$ cat config.mk
export PLATFORM = sky130hd
export DESIGN_NAME = hpkc_top
export DESIGN_NICKNAME = d
export VERILOG_FILES = /design/src/inc/hpkc_pkg.sv /design/src/design/hpkc_top.sv
export SDC_FILE = /design/constraint.sdc
export NUM_CORES = 1
export LEC_CHECK = 0
export BUFFER_PORTS_ARGS = -buffer_cell sky130_fd_sc_hd__buf_4
export CAP_MARGIN = 10
export CORE_ASPECT_RATIO = 1.1
export CORE_MARGIN = 10
export CORE_UTILIZATION = 60
export CTS_CLUSTER_DIAMETER = 60
export DETAILED_ROUTE_END_ITERATION = 8
export GPL_TIMING_DRIVEN = 0
export PLACE_DENSITY = 0.87
export SETUP_SLACK_MARGIN = 0.02
export SLEW_MARGIN = 20
export SYNTH_ARGS = -nofsm -noshare
export SYNTH_HDL_FRONTEND = slang
export SYNTH_SLANG_ARGS = --single-unit
$ cat constraint.sdc
create_clock -name sys_clk_i -period 9.5 [get_ports sys_clk_i]
set_input_delay 1.425 -clock sys_clk_i [delete_from_list [all_inputs] [get_ports sys_clk_i]]
set_output_delay 1.425 -clock sys_clk_i [all_outputs]
set_load 0.05 [all_outputs]
$ cat src/inc/hpkc_pkg.sv
// Package for the keypad-driven host power sequencer.
// Assumes a single 250 MHz system clock; all times become tick counts here.
package hpkc_pkg;

  // ****************************************************************
  // Clock and time base
  // ****************************************************************
  localparam int unsigned CLK_HZ      = 250_000_000;
  // One tick is 1/32 second so the pulse width setting counts ticks directly.
  localparam int unsigned TICKS_PER_S = 32;
  localparam int unsigned TICK_CYC    = CLK_HZ / TICKS_PER_S;

  // Key hold and pulse times, expressed in ms and in ticks.
  localparam int unsigned ON_HOLD_MS   = 250;
  localparam int unsigned LONG_HOLD_MS = 4000;
  localparam int unsigned EXTRA_MAX_MS = 5000;
  localparam int unsigned RST_PULSE_MS = 1000;
  localparam int unsigned ON_HOLD_TK   = ON_HOLD_MS * TICKS_PER_S / 1000;
  localparam int unsigned LONG_HOLD_TK = LONG_HOLD_MS * TICKS_PER_S / 1000;
  localparam int unsigned EXTRA_MAX_TK = EXTRA_MAX_MS * TICKS_PER_S / 1000;
  localparam int unsigned RST_PULSE_TK = RST_PULSE_MS * TICKS_PER_S / 1000;

  // ****************************************************************
  // Register map
  // ****************************************************************
  localparam logic [11:0] ADDR_CTRL   = 12'h000;
  localparam logic [11:0] ADDR_PULSE  = 12'h004;
  localparam logic [11:0] ADDR_SENSE  = 12'h008;
  localparam logic [11:0] ADDR_STATUS = 12'h00c;

  // Control register field positions.
  localparam int unsigned CTRL_PWR_OFF_EN = 0;
  localparam int unsigned CTRL_PWR_ON_EN  = 1;
  localparam int unsigned CTRL_RESET_EN   = 2;
  localparam int unsigned CTRL_BLANK_EN   = 3;
  localparam int unsigned CTRL_AUTO_POL   = 4;
  localparam int unsigned CTRL_PWR_INV    = 5;
  localparam int unsigned CTRL_RST_INV    = 6;

  localparam logic [6:0] CTRL_RESET_VAL  = 7'h00;
  localparam logic [7:0] PULSE_RESET_VAL = 8'h20;
  localparam logic [0:0] SENSE_RESET_VAL = 1'h0;
  localparam logic [7:0] SENSE_CONN      = 8'h00;

  localparam int unsigned NUM_GPIO = 5;
  localparam int unsigned GPIO_SENSE = 1;
  localparam int unsigned GPIO_PWR   = 2;
  localparam int unsigned GPIO_RST   = 3;

  typedef enum {
    HPKC_IDLE,
    HPKC_HOLD_ON,
    HPKC_HOLD_OFF,
    HPKC_HOLD_RST,
    HPKC_PULSE_ON,
    HPKC_PULSE_OFF,
    HPKC_PULSE_EXT,
    HPKC_PULSE_RST,
    HPKC_WAIT_REL
  } hpkc_state_e;

  typedef struct packed {
    logic rst_inv;
    logic pwr_inv;
    logic auto_pol;
    logic blank_en;
    logic reset_en;
    logic pwr_on_en;
    logic pwr_off_en;
  } hpkc_ctrl_s;

  typedef struct packed {
    logic [NUM_GPIO-1:0] o;
    logic [NUM_GPIO-1:0] oe;
  } hpkc_gpio_s;

endpackage : hpkc_pkg

$ cat src/design/hpkc_top.sv
// Keypad-driven host power sequencer with an APB register slave.
// Assumes keys and sense inputs are already synchronous and debounced.
//
// What this block does
// - Power switch pin floats except while acting; driven level follows power polarity.
// - Reset pin floats except while resetting host; driven level follows reset polarity.
// - Power-on enabled, sense low, Enter held 0.25 s: pulse power switch.
// - Hard-off enabled, sense high, Cancel held 4 s: pulse power switch.
// - Holding Cancel past the pulse extends drive by at most 5 s.
// - Hard reset enabled, sense high, Enter held 4 s: reset pulse 1 s.
// - Right after the host reset pulse, the device reboots itself.
// - Power on, hard off and hard reset each have their own enable.
// - With blanking on, display is blanked whenever host sense is low.
// - Pulse width setting counts 1/32 s, so 16 gives half a second.
// - Sense source 0 selects the power connector supply-sense input.
// - Sense can instead come from general-purpose pin 1.
// - Five general-purpose pins; pin 2 power switch, pin 3 reset.
//
// Local design decisions: the APB slave port and the placing of the registers.
`timescale 1ns/10ps

module hpkc_top
  import hpkc_pkg::*;
#(
  parameter int unsigned TICK_CYCLES = hpkc_pkg::TICK_CYC
) (
  input  wire logic                          sys_clk_i,
  input  wire logic                          sys_rst_i,
  input  wire logic                          psel_i,
  input  wire logic                          penable_i,
  input  wire logic                          pwrite_i,
  input  wire logic [11:0]                   paddr_i,
  input  wire logic [31:0]                   pwdata_i,
  output logic      [31:0]                   prdata_o,
  output logic                               pready_o,
  output logic                               pslverr_o,
  input  wire logic                          key_enter_i,
  input  wire logic                          key_cancel_i,
  input  wire logic                          conn_sense_i,
  input  wire logic [hpkc_pkg::NUM_GPIO-1:0] gpio_i,
  output logic      [hpkc_pkg::NUM_GPIO-1:0] gpio_o,
  output logic      [hpkc_pkg::NUM_GPIO-1:0] gpio_oe_o,
  output logic                               blank_when_host_down_o,
  output logic                               self_reboot_o
);
  import hpkc_pkg::*;

  // ****************************************************************
  // Register file
  // ****************************************************************
  hpkc_ctrl_s  ctrl_q;
  logic [7:0]  pulse_q;
  logic [0:0]  sense_sel_q;
  logic        pol_pwr_q;
  logic        pol_rst_q;
  logic        pol_lat_q;
  logic        host_on;
  hpkc_state_e state_q;

  wire apb_setup  = psel_i & ~penable_i;
  wire apb_access = psel_i & penable_i;
  wire addr_ok    = (paddr_i == ADDR_CTRL) | (paddr_i == ADDR_PULSE) |
                    (paddr_i == ADDR_SENSE) | (paddr_i == ADDR_STATUS);

  // No wait state: ready is raised in the first access cycle.
  always_ff @(posedge sys_clk_i or posedge sys_rst_i) begin
    if (sys_rst_i) begin
      pready_o  <= 1'b0;
      pslverr_o <= 1'b0;
    end else begin
      pready_o  <= apb_setup;
      pslverr_o <= apb_setup & ~addr_ok;
    end
  end

  always_ff @(posedge sys_clk_i or posedge sys_rst_i) begin
    if (sys_rst_i) begin
      ctrl_q      <= hpkc_ctrl_s'(CTRL_RESET_VAL);
      pulse_q     <= PULSE_RESET_VAL;
      sense_sel_q <= SENSE_RESET_VAL;
    end else if (apb_access & pready_o & pwrite_i) begin
      case (paddr_i)
        ADDR_CTRL:  ctrl_q <= hpkc_ctrl_s'(pwdata_i[6:0]);
        ADDR_PULSE: begin
          if (pwdata_i[7:0] != 8'h00) begin
            pulse_q <= pwdata_i[7:0];
          end
        end
        // Any nonzero low byte moves sense to the legacy pin.
        ADDR_SENSE: sense_sel_q <= (pwdata_i[7:0] != SENSE_CONN) ? 1'b1 : 1'b0;
        default: ;
      endcase
    end
  end

  always_ff @(posedge sys_clk_i or posedge sys_rst_i) begin
    if (sys_rst_i) begin
      prdata_o <= 32'h0000_0000;
    end else if (apb_setup & ~pwrite_i) begin
      case (paddr_i)
        ADDR_CTRL:   prdata_o <= {25'h0, ctrl_q};
        ADDR_PULSE:  prdata_o <= {24'h0, pulse_q};
        ADDR_SENSE:  prdata_o <= {31'h0, sense_sel_q};
        ADDR_STATUS: prdata_o <= {24'h0, pol_rst_q, pol_pwr_q, pol_lat_q, host_on, 4'(state_q)};
        default:     prdata_o <= 32'h0000_0000;
      endcase
    end
  end

  // ****************************************************************
  // Host sense and polarity
  // ****************************************************************
  assign host_on = sense_sel_q[0] ? gpio_i[GPIO_SENSE] : conn_sense_i;

  // Auto polarity samples the idle level of each pin while nothing drives it:
  // the switch inputs idle at their inactive level, so drive the opposite.
  always_ff @(posedge sys_clk_i or posedge sys_rst_i) begin
    if (sys_rst_i) begin
      pol_pwr_q <= 1'b0;
      pol_rst_q <= 1'b0;
      pol_lat_q <= 1'b0;
    end else if (state_q == HPKC_IDLE) begin
      pol_pwr_q <= ctrl_q.auto_pol ? ~gpio_i[GPIO_PWR] : ctrl_q.pwr_inv;
      pol_rst_q <= ctrl_q.auto_pol ? ~gpio_i[GPIO_RST] : ctrl_q.rst_inv;
      pol_lat_q <= ctrl_q.auto_pol;
    end
  end

  // ****************************************************************
  // Tick divider
  // ****************************************************************
  logic [31:0] div_q;
  logic        tick_q;

  always_ff @(posedge sys_clk_i or posedge sys_rst_i) begin
    if (sys_rst_i) begin
      div_q  <= 32'h0;
      tick_q <= 1'b0;
    end else if (div_q >= 32'(TICK_CYCLES - 1)) begin
      div_q  <= 32'h0;
      tick_q <= 1'b1;
    end else begin
      div_q  <= div_q + 32'h1;
      tick_q <= 1'b0;
    end
  end

  // ****************************************************************
  // Sequencer
  // ****************************************************************
  logic [15:0] tk_q;
  wire         hold_on_go  = ctrl_q.pwr_on_en & ~host_on & key_enter_i;
  wire         hold_off_go = ctrl_q.pwr_off_en & host_on & key_cancel_i;
  wire         hold_rst_go = ctrl_q.reset_en & host_on & key_enter_i;

  always_ff @(posedge sys_clk_i or posedge sys_rst_i) begin
    if (sys_rst_i) begin
      state_q <= HPKC_IDLE;
      tk_q    <= 16'h0;
    end else begin
      case (state_q)
        HPKC_IDLE: begin
          tk_q <= 16'h0;
          if (hold_on_go) begin
            state_q <= HPKC_HOLD_ON;
          end else if (hold_off_go) begin
            state_q <= HPKC_HOLD_OFF;
          end else if (hold_rst_go) begin
            state_q <= HPKC_HOLD_RST;
          end
        end
        HPKC_HOLD_ON: begin
          if (!key_enter_i) begin
            state_q <= HPKC_IDLE;
          end else if (tick_q && tk_q >= 16'(ON_HOLD_TK - 1)) begin
            state_q <= HPKC_PULSE_ON;
            tk_q    <= 16'h0;
          end else if (tick_q) begin
            tk_q <= tk_q + 16'h1;
          end
        end
        HPKC_HOLD_OFF: begin
          if (!key_cancel_i) begin
            state_q <= HPKC_IDLE;
          end else if (tick_q && tk_q >= 16'(LONG_HOLD_TK - 1)) begin
            state_q <= HPKC_PULSE_OFF;
            tk_q    <= 16'h0;
          end else if (tick_q) begin
            tk_q <= tk_q + 16'h1;
          end
        end
        HPKC_HOLD_RST: begin
          if (!key_enter_i) begin
            state_q <= HPKC_IDLE;
          end else if (tick_q && tk_q >= 16'(LONG_HOLD_TK - 1)) begin
            state_q <= HPKC_PULSE_RST;
            tk_q    <= 16'h0;
          end else if (tick_q) begin
            tk_q <= tk_q + 16'h1;
          end
        end
        HPKC_PULSE_ON: begin
          if (tick_q && tk_q >= 16'(pulse_q - 8'h1)) begin
            state_q <= HPKC_WAIT_REL;
          end else if (tick_q) begin
            tk_q <= tk_q + 16'h1;
          end
        end
        HPKC_PULSE_OFF: begin
          if (tick_q && tk_q >= 16'(pulse_q - 8'h1)) begin
            tk_q    <= 16'h0;
            state_q <= key_cancel_i ? HPKC_PULSE_EXT : HPKC_WAIT_REL;
          end else if (tick_q) begin
            tk_q <= tk_q + 16'h1;
          end
        end
        HPKC_PULSE_EXT: begin
          if (!key_cancel_i || (tick_q && tk_q >= 16'(EXTRA_MAX_TK - 1))) begin
            state_q <= HPKC_WAIT_REL;
          end else if (tick_q) begin
            tk_q <= tk_q + 16'h1;
          end
        end
        HPKC_PULSE_RST: begin
          if (tick_q && tk_q >= 16'(RST_PULSE_TK - 1)) begin
            state_q <= HPKC_WAIT_REL;
          end else if (tick_q) begin
            tk_q <= tk_q + 16'h1;
          end
        end
        // Wait for both keys up so one press never triggers twice.
        HPKC_WAIT_REL: begin
          if (!key_enter_i && !key_cancel_i) begin
            state_q <= HPKC_IDLE;
          end
        end
        default: state_q <= HPKC_IDLE;
      endcase
    end
  end

  // ****************************************************************
  // Pins and outputs
  // ****************************************************************
  wire pwr_act = (state_q == HPKC_PULSE_ON) | (state_q == HPKC_PULSE_OFF) | (state_q == HPKC_PULSE_EXT);
  wire rst_act = (state_q == HPKC_PULSE_RST);
  wire rst_end = rst_act & tick_q & (tk_q >= 16'(RST_PULSE_TK - 1));

  always_ff @(posedge sys_clk_i or posedge sys_rst_i) begin
    if (sys_rst_i) begin
      gpio_o                 <= '0;
      gpio_oe_o              <= '0;
      blank_when_host_down_o <= 1'b0;
      self_reboot_o          <= 1'b0;
    end else begin
      gpio_o                 <= '0;
      gpio_oe_o              <= '0;
      gpio_o[GPIO_PWR]       <= pol_pwr_q;
      gpio_oe_o[GPIO_PWR]    <= pwr_act;
      gpio_o[GPIO_RST]       <= pol_rst_q;
      gpio_oe_o[GPIO_RST]    <= rst_act;
      blank_when_host_down_o <= ctrl_q.blank_en & ~host_on;
      // Reboot is asked for in the first cycle after the reset pin is let go, never while it is still driven.
      self_reboot_o          <= gpio_oe_o[GPIO_RST] & ~rst_act;
    end
  end

  // ****************************************************************
  // Checks
  // ****************************************************************
  property p_hold_cancel;
    @(posedge sys_clk_i) disable iff (sys_rst_i)
      (state_q == HPKC_HOLD_ON && !key_enter_i) |=> state_q == HPKC_IDLE ##1 !gpio_oe_o[GPIO_PWR];
  endproperty
  a_hold_cancel: assert property (p_hold_cancel) else $error("early release did not cancel");

  property p_pwr_oe;
    @(posedge sys_clk_i) disable iff (sys_rst_i)
      gpio_oe_o[GPIO_PWR] |-> $past(pwr_act);
  endproperty
  a_pwr_oe: assert property (p_pwr_oe) else $error("power pin driven while idle");

  property p_rst_oe;
    @(posedge sys_clk_i) disable iff (sys_rst_i)
      $rose(rst_act) |=> gpio_oe_o[GPIO_RST] && gpio_o[GPIO_RST] == pol_rst_q;
  endproperty
  a_rst_oe: assert property (p_rst_oe) else $error("reset pin not driven");

  property p_reboot;
    @(posedge sys_clk_i) disable iff (sys_rst_i)
      rst_end |=> ##1 self_reboot_o && !gpio_oe_o[GPIO_RST] ##1 !self_reboot_o;
  endproperty
  a_reboot: assert property (p_reboot) else $error("no reboot after reset pulse");

  property p_on_needs_en;
    @(posedge sys_clk_i) disable iff (sys_rst_i)
      (state_q == HPKC_IDLE ##1 state_q == HPKC_HOLD_ON) |-> $past(ctrl_q.pwr_on_en && !host_on);
  endproperty
  a_on_needs_en: assert property (p_on_needs_en) else $error("power on started while disabled");

  property p_blank;
    @(posedge sys_clk_i) disable iff (sys_rst_i)
      (ctrl_q.blank_en && !host_on) |=> blank_when_host_down_o;
  endproperty
  a_blank: assert property (p_blank) else $error("display not blanked");

  property p_sense_pin;
    @(posedge sys_clk_i) disable iff (sys_rst_i)
      sense_sel_q[0] |=> blank_when_host_down_o == $past(ctrl_q.blank_en && !gpio_i[GPIO_SENSE]);
  endproperty
  a_sense_pin: assert property (p_sense_pin) else $error("wrong sense source");

  property p_ext_release;
    @(posedge sys_clk_i) disable iff (sys_rst_i)
      (state_q == HPKC_PULSE_EXT && !key_cancel_i) |=> state_q == HPKC_WAIT_REL;
  endproperty
  a_ext_release: assert property (p_ext_release) else $error("extension ran past key release");

  property p_pwr_level;
    @(posedge sys_clk_i) disable iff (sys_rst_i)
      gpio_oe_o[GPIO_PWR] |-> gpio_o[GPIO_PWR] == pol_pwr_q;
  endproperty
  a_pwr_level: assert property (p_pwr_level) else $error("power pin driven at wrong level");

  property p_rst_only;
    @(posedge sys_clk_i) disable iff (sys_rst_i)
      gpio_oe_o[GPIO_RST] |-> $past(rst_act);
  endproperty
  a_rst_only: assert property (p_rst_only) else $error("reset pin driven while idle");

  property p_off_needs_en;
    @(posedge sys_clk_i) disable iff (sys_rst_i)
      (state_q == HPKC_IDLE ##1 state_q == HPKC_HOLD_OFF) |-> $past(ctrl_q.pwr_off_en && host_on);
  endproperty
  a_off_needs_en: assert property (p_off_needs_en) else $error("hard off started while disabled");

  property p_rst_needs_en;
    @(posedge sys_clk_i) disable iff (sys_rst_i)
      (state_q == HPKC_IDLE ##1 state_q == HPKC_HOLD_RST) |-> $past(ctrl_q.reset_en && host_on);
  endproperty
  a_rst_needs_en: assert property (p_rst_needs_en) else $error("hard reset started while disabled");

  property p_spare_pins;
    @(posedge sys_clk_i) disable iff (sys_rst_i)
      !gpio_oe_o[0] && !gpio_oe_o[GPIO_SENSE] && !gpio_oe_o[NUM_GPIO-1];
  endproperty
  a_spare_pins: assert property (p_spare_pins) else $error("spare pin driven");

endmodule : hpkc_top

Word level (Yosys, flattened, before mapping)
Index checks and enable logic that the tools add are counted.
- flip-flop bits (word level): 140
- bits of input ports: 57
- output and inout bits: 46
- logic and storage cells: 141
- add/subtract/negate cells: 3
- order comparisons: 6
- equality and inequality tests: 30
- muxes and demuxes: 34
- bitwise logic cells: 26
- reduce and logical (&&, ||, !) cells: 19
- operator list (kind ; count):
    32-bit two-way mux ; 15
    32-bit one-hot mux with 9 select lines ; 1
    32-bit by 4-bit == test with 1-bit output (second input constant) ; 5
    16-bit two-way mux ; 10
    32-bit by 3-bit == test with 1-bit output (second input constant) ; 4
    16-bit one-hot mux with 8 select lines ; 1
    32-bit by 2-bit == test with 1-bit output (second input constant) ; 2
    32-bit logical NOT ; 2
    32-bit by 1-bit adder with 32-bit output (second input constant) ; 1
    32-bit by 1-bit == test with 1-bit output (second input constant) ; 1
    32-bit by 23-bit greater-or-equal comparator with 1-bit output (second input constant) ; 1
    8-bit one-hot mux with 4 select lines ; 1
    12-bit by 4-bit == test with 1-bit output (second input constant) ; 2
    2-bit != test (second input constant) ; 11
    16-bit by 1-bit adder with 16-bit output (second input constant) ; 1
    16-bit greater-or-equal comparator ; 1
    16-bit by 3-bit greater-or-equal comparator with 1-bit output (second input constant) ; 1
    16-bit by 5-bit greater-or-equal comparator with 1-bit output (second input constant) ; 1
    16-bit by 7-bit greater-or-equal comparator with 1-bit output (second input constant) ; 1
    16-bit by 8-bit greater-or-equal comparator with 1-bit output (second input constant) ; 1
    8-bit nonzero test ; 2
    1-bit bitwise AND ; 14
    12-bit by 3-bit == test with 1-bit output (second input constant) ; 1
    12-bit logical NOT ; 1
    other kinds (14) ; 37

Longest topological paths before layout
- depth in word-level cells: 7
- gate-level depth with buffers: 15
- gate-level depth less buffers: 13

Worst setup path after synthesis
Ideal clock, no wire load.
- path kind: reg2reg
- from: register pulse_q[0]
- to: register tk_q[14]
- library setup time: 0.103 ns
- arrival time: 3.326 ns
- required time: 9.397 ns
- setup slack: 6.070 ns
- stages on the path, launching flop included: 15
- path buffers: 1
- clock period less this slack: 3.430 ns
- cells stage by stage: dfrtp_1 -> inv_1 -> ha_1 -> nor3b_1 -> nand2_1 -> or3_1 -> ha_1 -> a21oi_1 -> o21ai_0 -> a22o_1 -> a311oi_1 -> o21ai_1 -> or2_1 -> buf_6 -> o41ai_2
- word-level cells in the longest chain between the ends: 5
- elaborated cells between the ends (all ways): 7
- those cells by class: 1 x add/sub; 1 x order compare; 1 x eq/ne; 2 x mux; 2 x reduce/logical
- ends and longest elaborated chain (what ; line ; RTL):
    from (decl) ; hpkc_top.sv:52 ; logic [7:0] pulse_q;
    from (signal assigned) ; hpkc_top.sv:86 ; pulse_q <= pwdata_i[7:0];
    8-bit by 1-bit subtractor with 9-bit output (*) ; hpkc_top.sv:203, hpkc_top.sv:210 ;
    16-bit greater-or-equal comparator (*) ; hpkc_top.sv:203, hpkc_top.sv:210 ;
    1-bit logical AND (*) ; hpkc_top.sv:203, hpkc_top.sv:210 ;
    16-bit two-way mux / 2-bit != test (equally long branches) ; - ;
    16-bit one-hot mux with 8 select lines / 7-bit AND reduction (equally long branches) ; - ;
    to (signal assigned) ; hpkc_top.sv:206 ; tk_q <= tk_q + 16'h1;
    to (signal assigned) ; hpkc_top.sv:214 ; tk_q <= tk_q + 16'h1;
    to (signal assigned) ; hpkc_top.sv:221 ; tk_q <= tk_q + 16'h1;
    to (decl) ; hpkc_top.sv:151 ; logic [15:0] tk_q;
Every way passes the cells marked *; elsewhere a longest branch is shown, timed or not.
A chain may end at the register's enable or synchronous reset.

Worst setup path in the final report
- from: register pulse_q[0]
- to: register tk_q[7]
Same word-level chain as after synthesis.

==> flow_metrics.py <==
metrics = {
    "logic_synthesis": {
        "yosysUniqueCellTypes": 63,
        "synthCells": 535,
        "synth_ff_type": "dfrtp_1",
        "synthSimpleGateAreaFrac": 0.191,
        "synth_top_family_by_area": "simple AND/OR/NAND/NOR gates",
        "ys_seq_elements": 88,
        "synth-adder-area-share": 0.0467,
        "synth_compound_area_frac": 0.143,
        "synthXorXnorAreaFrac": 0.0430,
        "synthMuxAreaShare": 0.0619,
        "ys_warn_count": 0,
        "ys_seq_area_frac": 0.433,
        "async_flop_share": 1.00,
        "syn_avg_cell_area_um2": 9.52,
        "synth_edf_count": 0,
        "syn_area_um2": 5090,
    },
    "timing": {
        "maxSlewViolCount": 0,
        "finalCritPeriodShare": 0.424,
        "fin_skew_ps": 15.2,
        "rsz0062_at_grt": "no",
        "relSlewSlack": 0.435,
        "whs_ps": 425,
        "final.min_clock_period_ps": 4030,
        "fmax_mhz": 248,
        "tns_ps": 0,
        "hold_viol_final": 0,
        "max_slew.worst_pin.slew_ps": 841,
        "setup_viol": 0,
    },
    "drt": {
        "wirelength_um": 11900,
        "ant_nets": 0,
        "wl_per_cell_um": 15.9,
        "drt_iter0_markers": 295,
        "drc": 0,
        "vias": 4341,
        "firstDrtPassIters": 5,
        "avgViaCountPerCell": 5.83,
    },
    "final_layout": {
        "drive_gt1_frac": 0.199,
        "antenna_cells": 0,
        "layout_common_cells": "dfrtp_1, buf_4, nand2_1, conb_1, nor2_1",
        "ff_latch_area_um2": 2200,
        "utilization": 0.714,
        "mostFrequentLayoutCell": "dfrtp_1",
        "nets": 704,
        "fillCellCount": 625,
        "multi_input_area_um2": 2620,
        "area_delta_synth_final_pct": 16.6,
    },
    "clock_network": {
        "cts.path.max_buffers": 2,
        "post_cts_buffers": 0,
        "cts_made_buffers": 9,
        "cts_resized": 0,
        "cts_tree": "built",
        "htreeDepth": 3,
        "clock-sinks": 88,
        "ctsHoldBuffers": 0,
        "clk_pin_slew_ps": 100,
        "clkLatencyLatePin_ps": 370,
        "cts-root-buf": "clkbuf_8",
    },
    "pwr": {
        "swShare": 0.371,
        "switchingPower_uw": 386,
        "seqPwrFrac": 0.386,
        "clockPowerShare": 0.272,
        "comb_power_share": 0.342,
        "ir_worst_vdd_mv": 0.122,
        "p_int_uw": 654,
        "p_per_area_nw_per_um2": 175,
        "p_leak_uw": 0.00278,
    },
    "placement": {
        "place_congestion": 0.899,
        "port_buffers": 43,
        "post-dp-hpwl_um": 8870,
    },
    "global_route": {
        "overflow": 0,
        "grt_pass1_vias": 4346,
        "antenna_found_initial": 0,
        "track_usage": 0.193,
        "grt_pass1_wl_um": 19900,
        "grt_max_degree": 47,
    },
    "setup_path": {
        "crit_fanout": 8,
        "crit_type": "register to register",
        "critPathRequiredTime_ps": 9750,
        "crit_path_end_kind": "register",
        "startpoint_type": "register",
        "cp.arrival_ps": 4280,
    },
    "flow_run": {
        "drv_cap": 0,
    },
    "die": {
        "die_h_um": 117,
        "dieArea_um2": 12600,
        "coreArea_um2": 8320,
        "ioPinCount": 103,
        "fp.dieW_um": 108,
        "rows": 35,
        "start_util": 0.612,
    },
    "outcome": {
        "outcome": "finished clean",
    },
    "min_path": {
        "hold_class": "register to register",
    },
}
-- layout make-up --
class,count,area share
buffer,55,0.0573
clock buffer,9,0.0209
clock inverter,7,0.0160
inverter,19,0.0124
multi-input combinational,411,0.441
sequential,88,0.371
tap,111,0.0234
timing repair buffer,44,0.0577
-- registers in the layout (all words and copies together) (netlist names) --
| signal | flops |
|---|---|
| div_q | 32 |
| tk_q | 16 |
| prdata_o | 8 |
| pulse_q | 8 |
| ctrl_q | 7 |
| state_q | 4 |
| gpio_o | 2 |
| gpio_oe_o | 2 |
| blank_when_host_down_o | 1 |
| pol_lat_q | 1 |
| pol_pwr_q | 1 |
| pol_rst_q | 1 |
| pready_o | 1 |
| pslverr_o | 1 |
| self_reboot_o | 1 |
| sense_sel_q | 1 |
| tick_q | 1 |
-- critical path, cell delays in order, from the launching register on --
cell	delay (ps)
dfrtp_1	440
inv_1	110
ha_1	190
nor3b_1	350
nand2_1	130
or3_1	500
ha_1	380
a21oi_1	150
o21ai_0	130
a22o_1	250
a311oi_1	300
o21ai_1	260
or2_1	300
buf_6	140
o41ai_1	290
-- final timing paths --
check / from / end / slack [ps] / cells after the start
min in group asynchronous: sys_rst_i / gpio_o[2] / 1110 / 2
setup reg to reg: pulse_q[0] / tk_q[7] / 5470 / 14
max in group asynchronous: sys_rst_i / pulse_q[5] / 7700 / 3
setup / recovery: pulse_q[0] / tk_q[7] / 5470 / 14
hold / removal: pol_rst_q / gpio_o[3] / 420 / 0
hold reg to reg: pol_rst_q / gpio_o[3] / 420 / 0
-- layer usage --
layer,routed length (um),part of all wire,up-vias,GRT usage
met5,0,0,-,0
met4,302,0.025,0,0.0704
met3,829,0.070,38,0.0513
met2,6230,0.53,161,0.358
met1,4490,0.38,2098,0.206
li1,-,-,2044,-
-- metrics by stage --
step	std cells	instance area (um^2)	setup slack (ps)	total power, uW
detailed placement	728	5720	5540	757
global placement	727	5700	4910	748
global route	744	5940	5110	1090
floorplan	573	5240	5800	678
finish	744	5940	5470	1040
CTS	744	5940	5520	1040
-- power by group through the flow --
stage | combinational [uW] | sequential (uW) | clock [uW]
finish | 356 | 401 | 283
global route | 388 | 403 | 304
CTS | 350 | 401 | 285
detailed placement | 348 | 409 | 0
global placement | 340 | 408 | 0
floorplan | 260 | 418 | 0
-- cells in the mapped netlist, types with 3 or more instances --
| library cell | number | area [um^2] |
|---|---|---|
| or3_1 | 6 | 37.5 |
| xnor2_1 | 8 | 70.1 |
| ha_1 | 19 | 238 |
| and3_1 | 4 | 25.0 |
| a211oi_1 | 4 | 30.0 |
| nand2b_1 | 8 | 50.1 |
| o22ai_1 | 10 | 62.6 |
| or2_2 | 3 | 18.8 |
| o31ai_1 | 11 | 82.6 |
| mux2i_1 | 9 | 90.1 |
| nor3b_1 | 4 | 30.0 |
| nand2_1 | 47 | 176 |
| nand4_1 | 15 | 93.8 |
| clkbuf_1 | 19 | 71.3 |
| a31oi_1 | 7 | 43.8 |
| buf_4 | 31 | 233 |
| nand3b_1 | 3 | 22.5 |
| nand3_1 | 19 | 95.1 |
| dfrtp_1 | 87 | 2180 |
| xor2_1 | 17 | 149 |
| a21oi_1 | 25 | 125 |
| a2bb2oi_1 | 5 | 43.8 |
| nor3_1 | 28 | 140 |
| o21ai_0 | 17 | 85.1 |
| o21a_1 | 3 | 22.5 |
| o41ai_1 | 3 | 26.3 |
| nor4_1 | 9 | 56.3 |
| nor2b_1 | 5 | 31.3 |
| mux2_2 | 18 | 203 |
| inv_1 | 19 | 71.3 |
| nor2_1 | 32 | 120 |
-- kinds of logic (layout without fill, tap and decap cells) --
family	after synthesis	count (layout)
AO/OA/AOI/OAI	108	108
XOR/XNOR	25	25
adder cells (fa/ha/maj)	19	19
buffers and inverters	74	134
flip-flops	88	88
multiplexers	28	28
other	1	39
AND/OR/NAND/NOR	192	192
No activity file was read; power rests on OpenSTA's default activity.
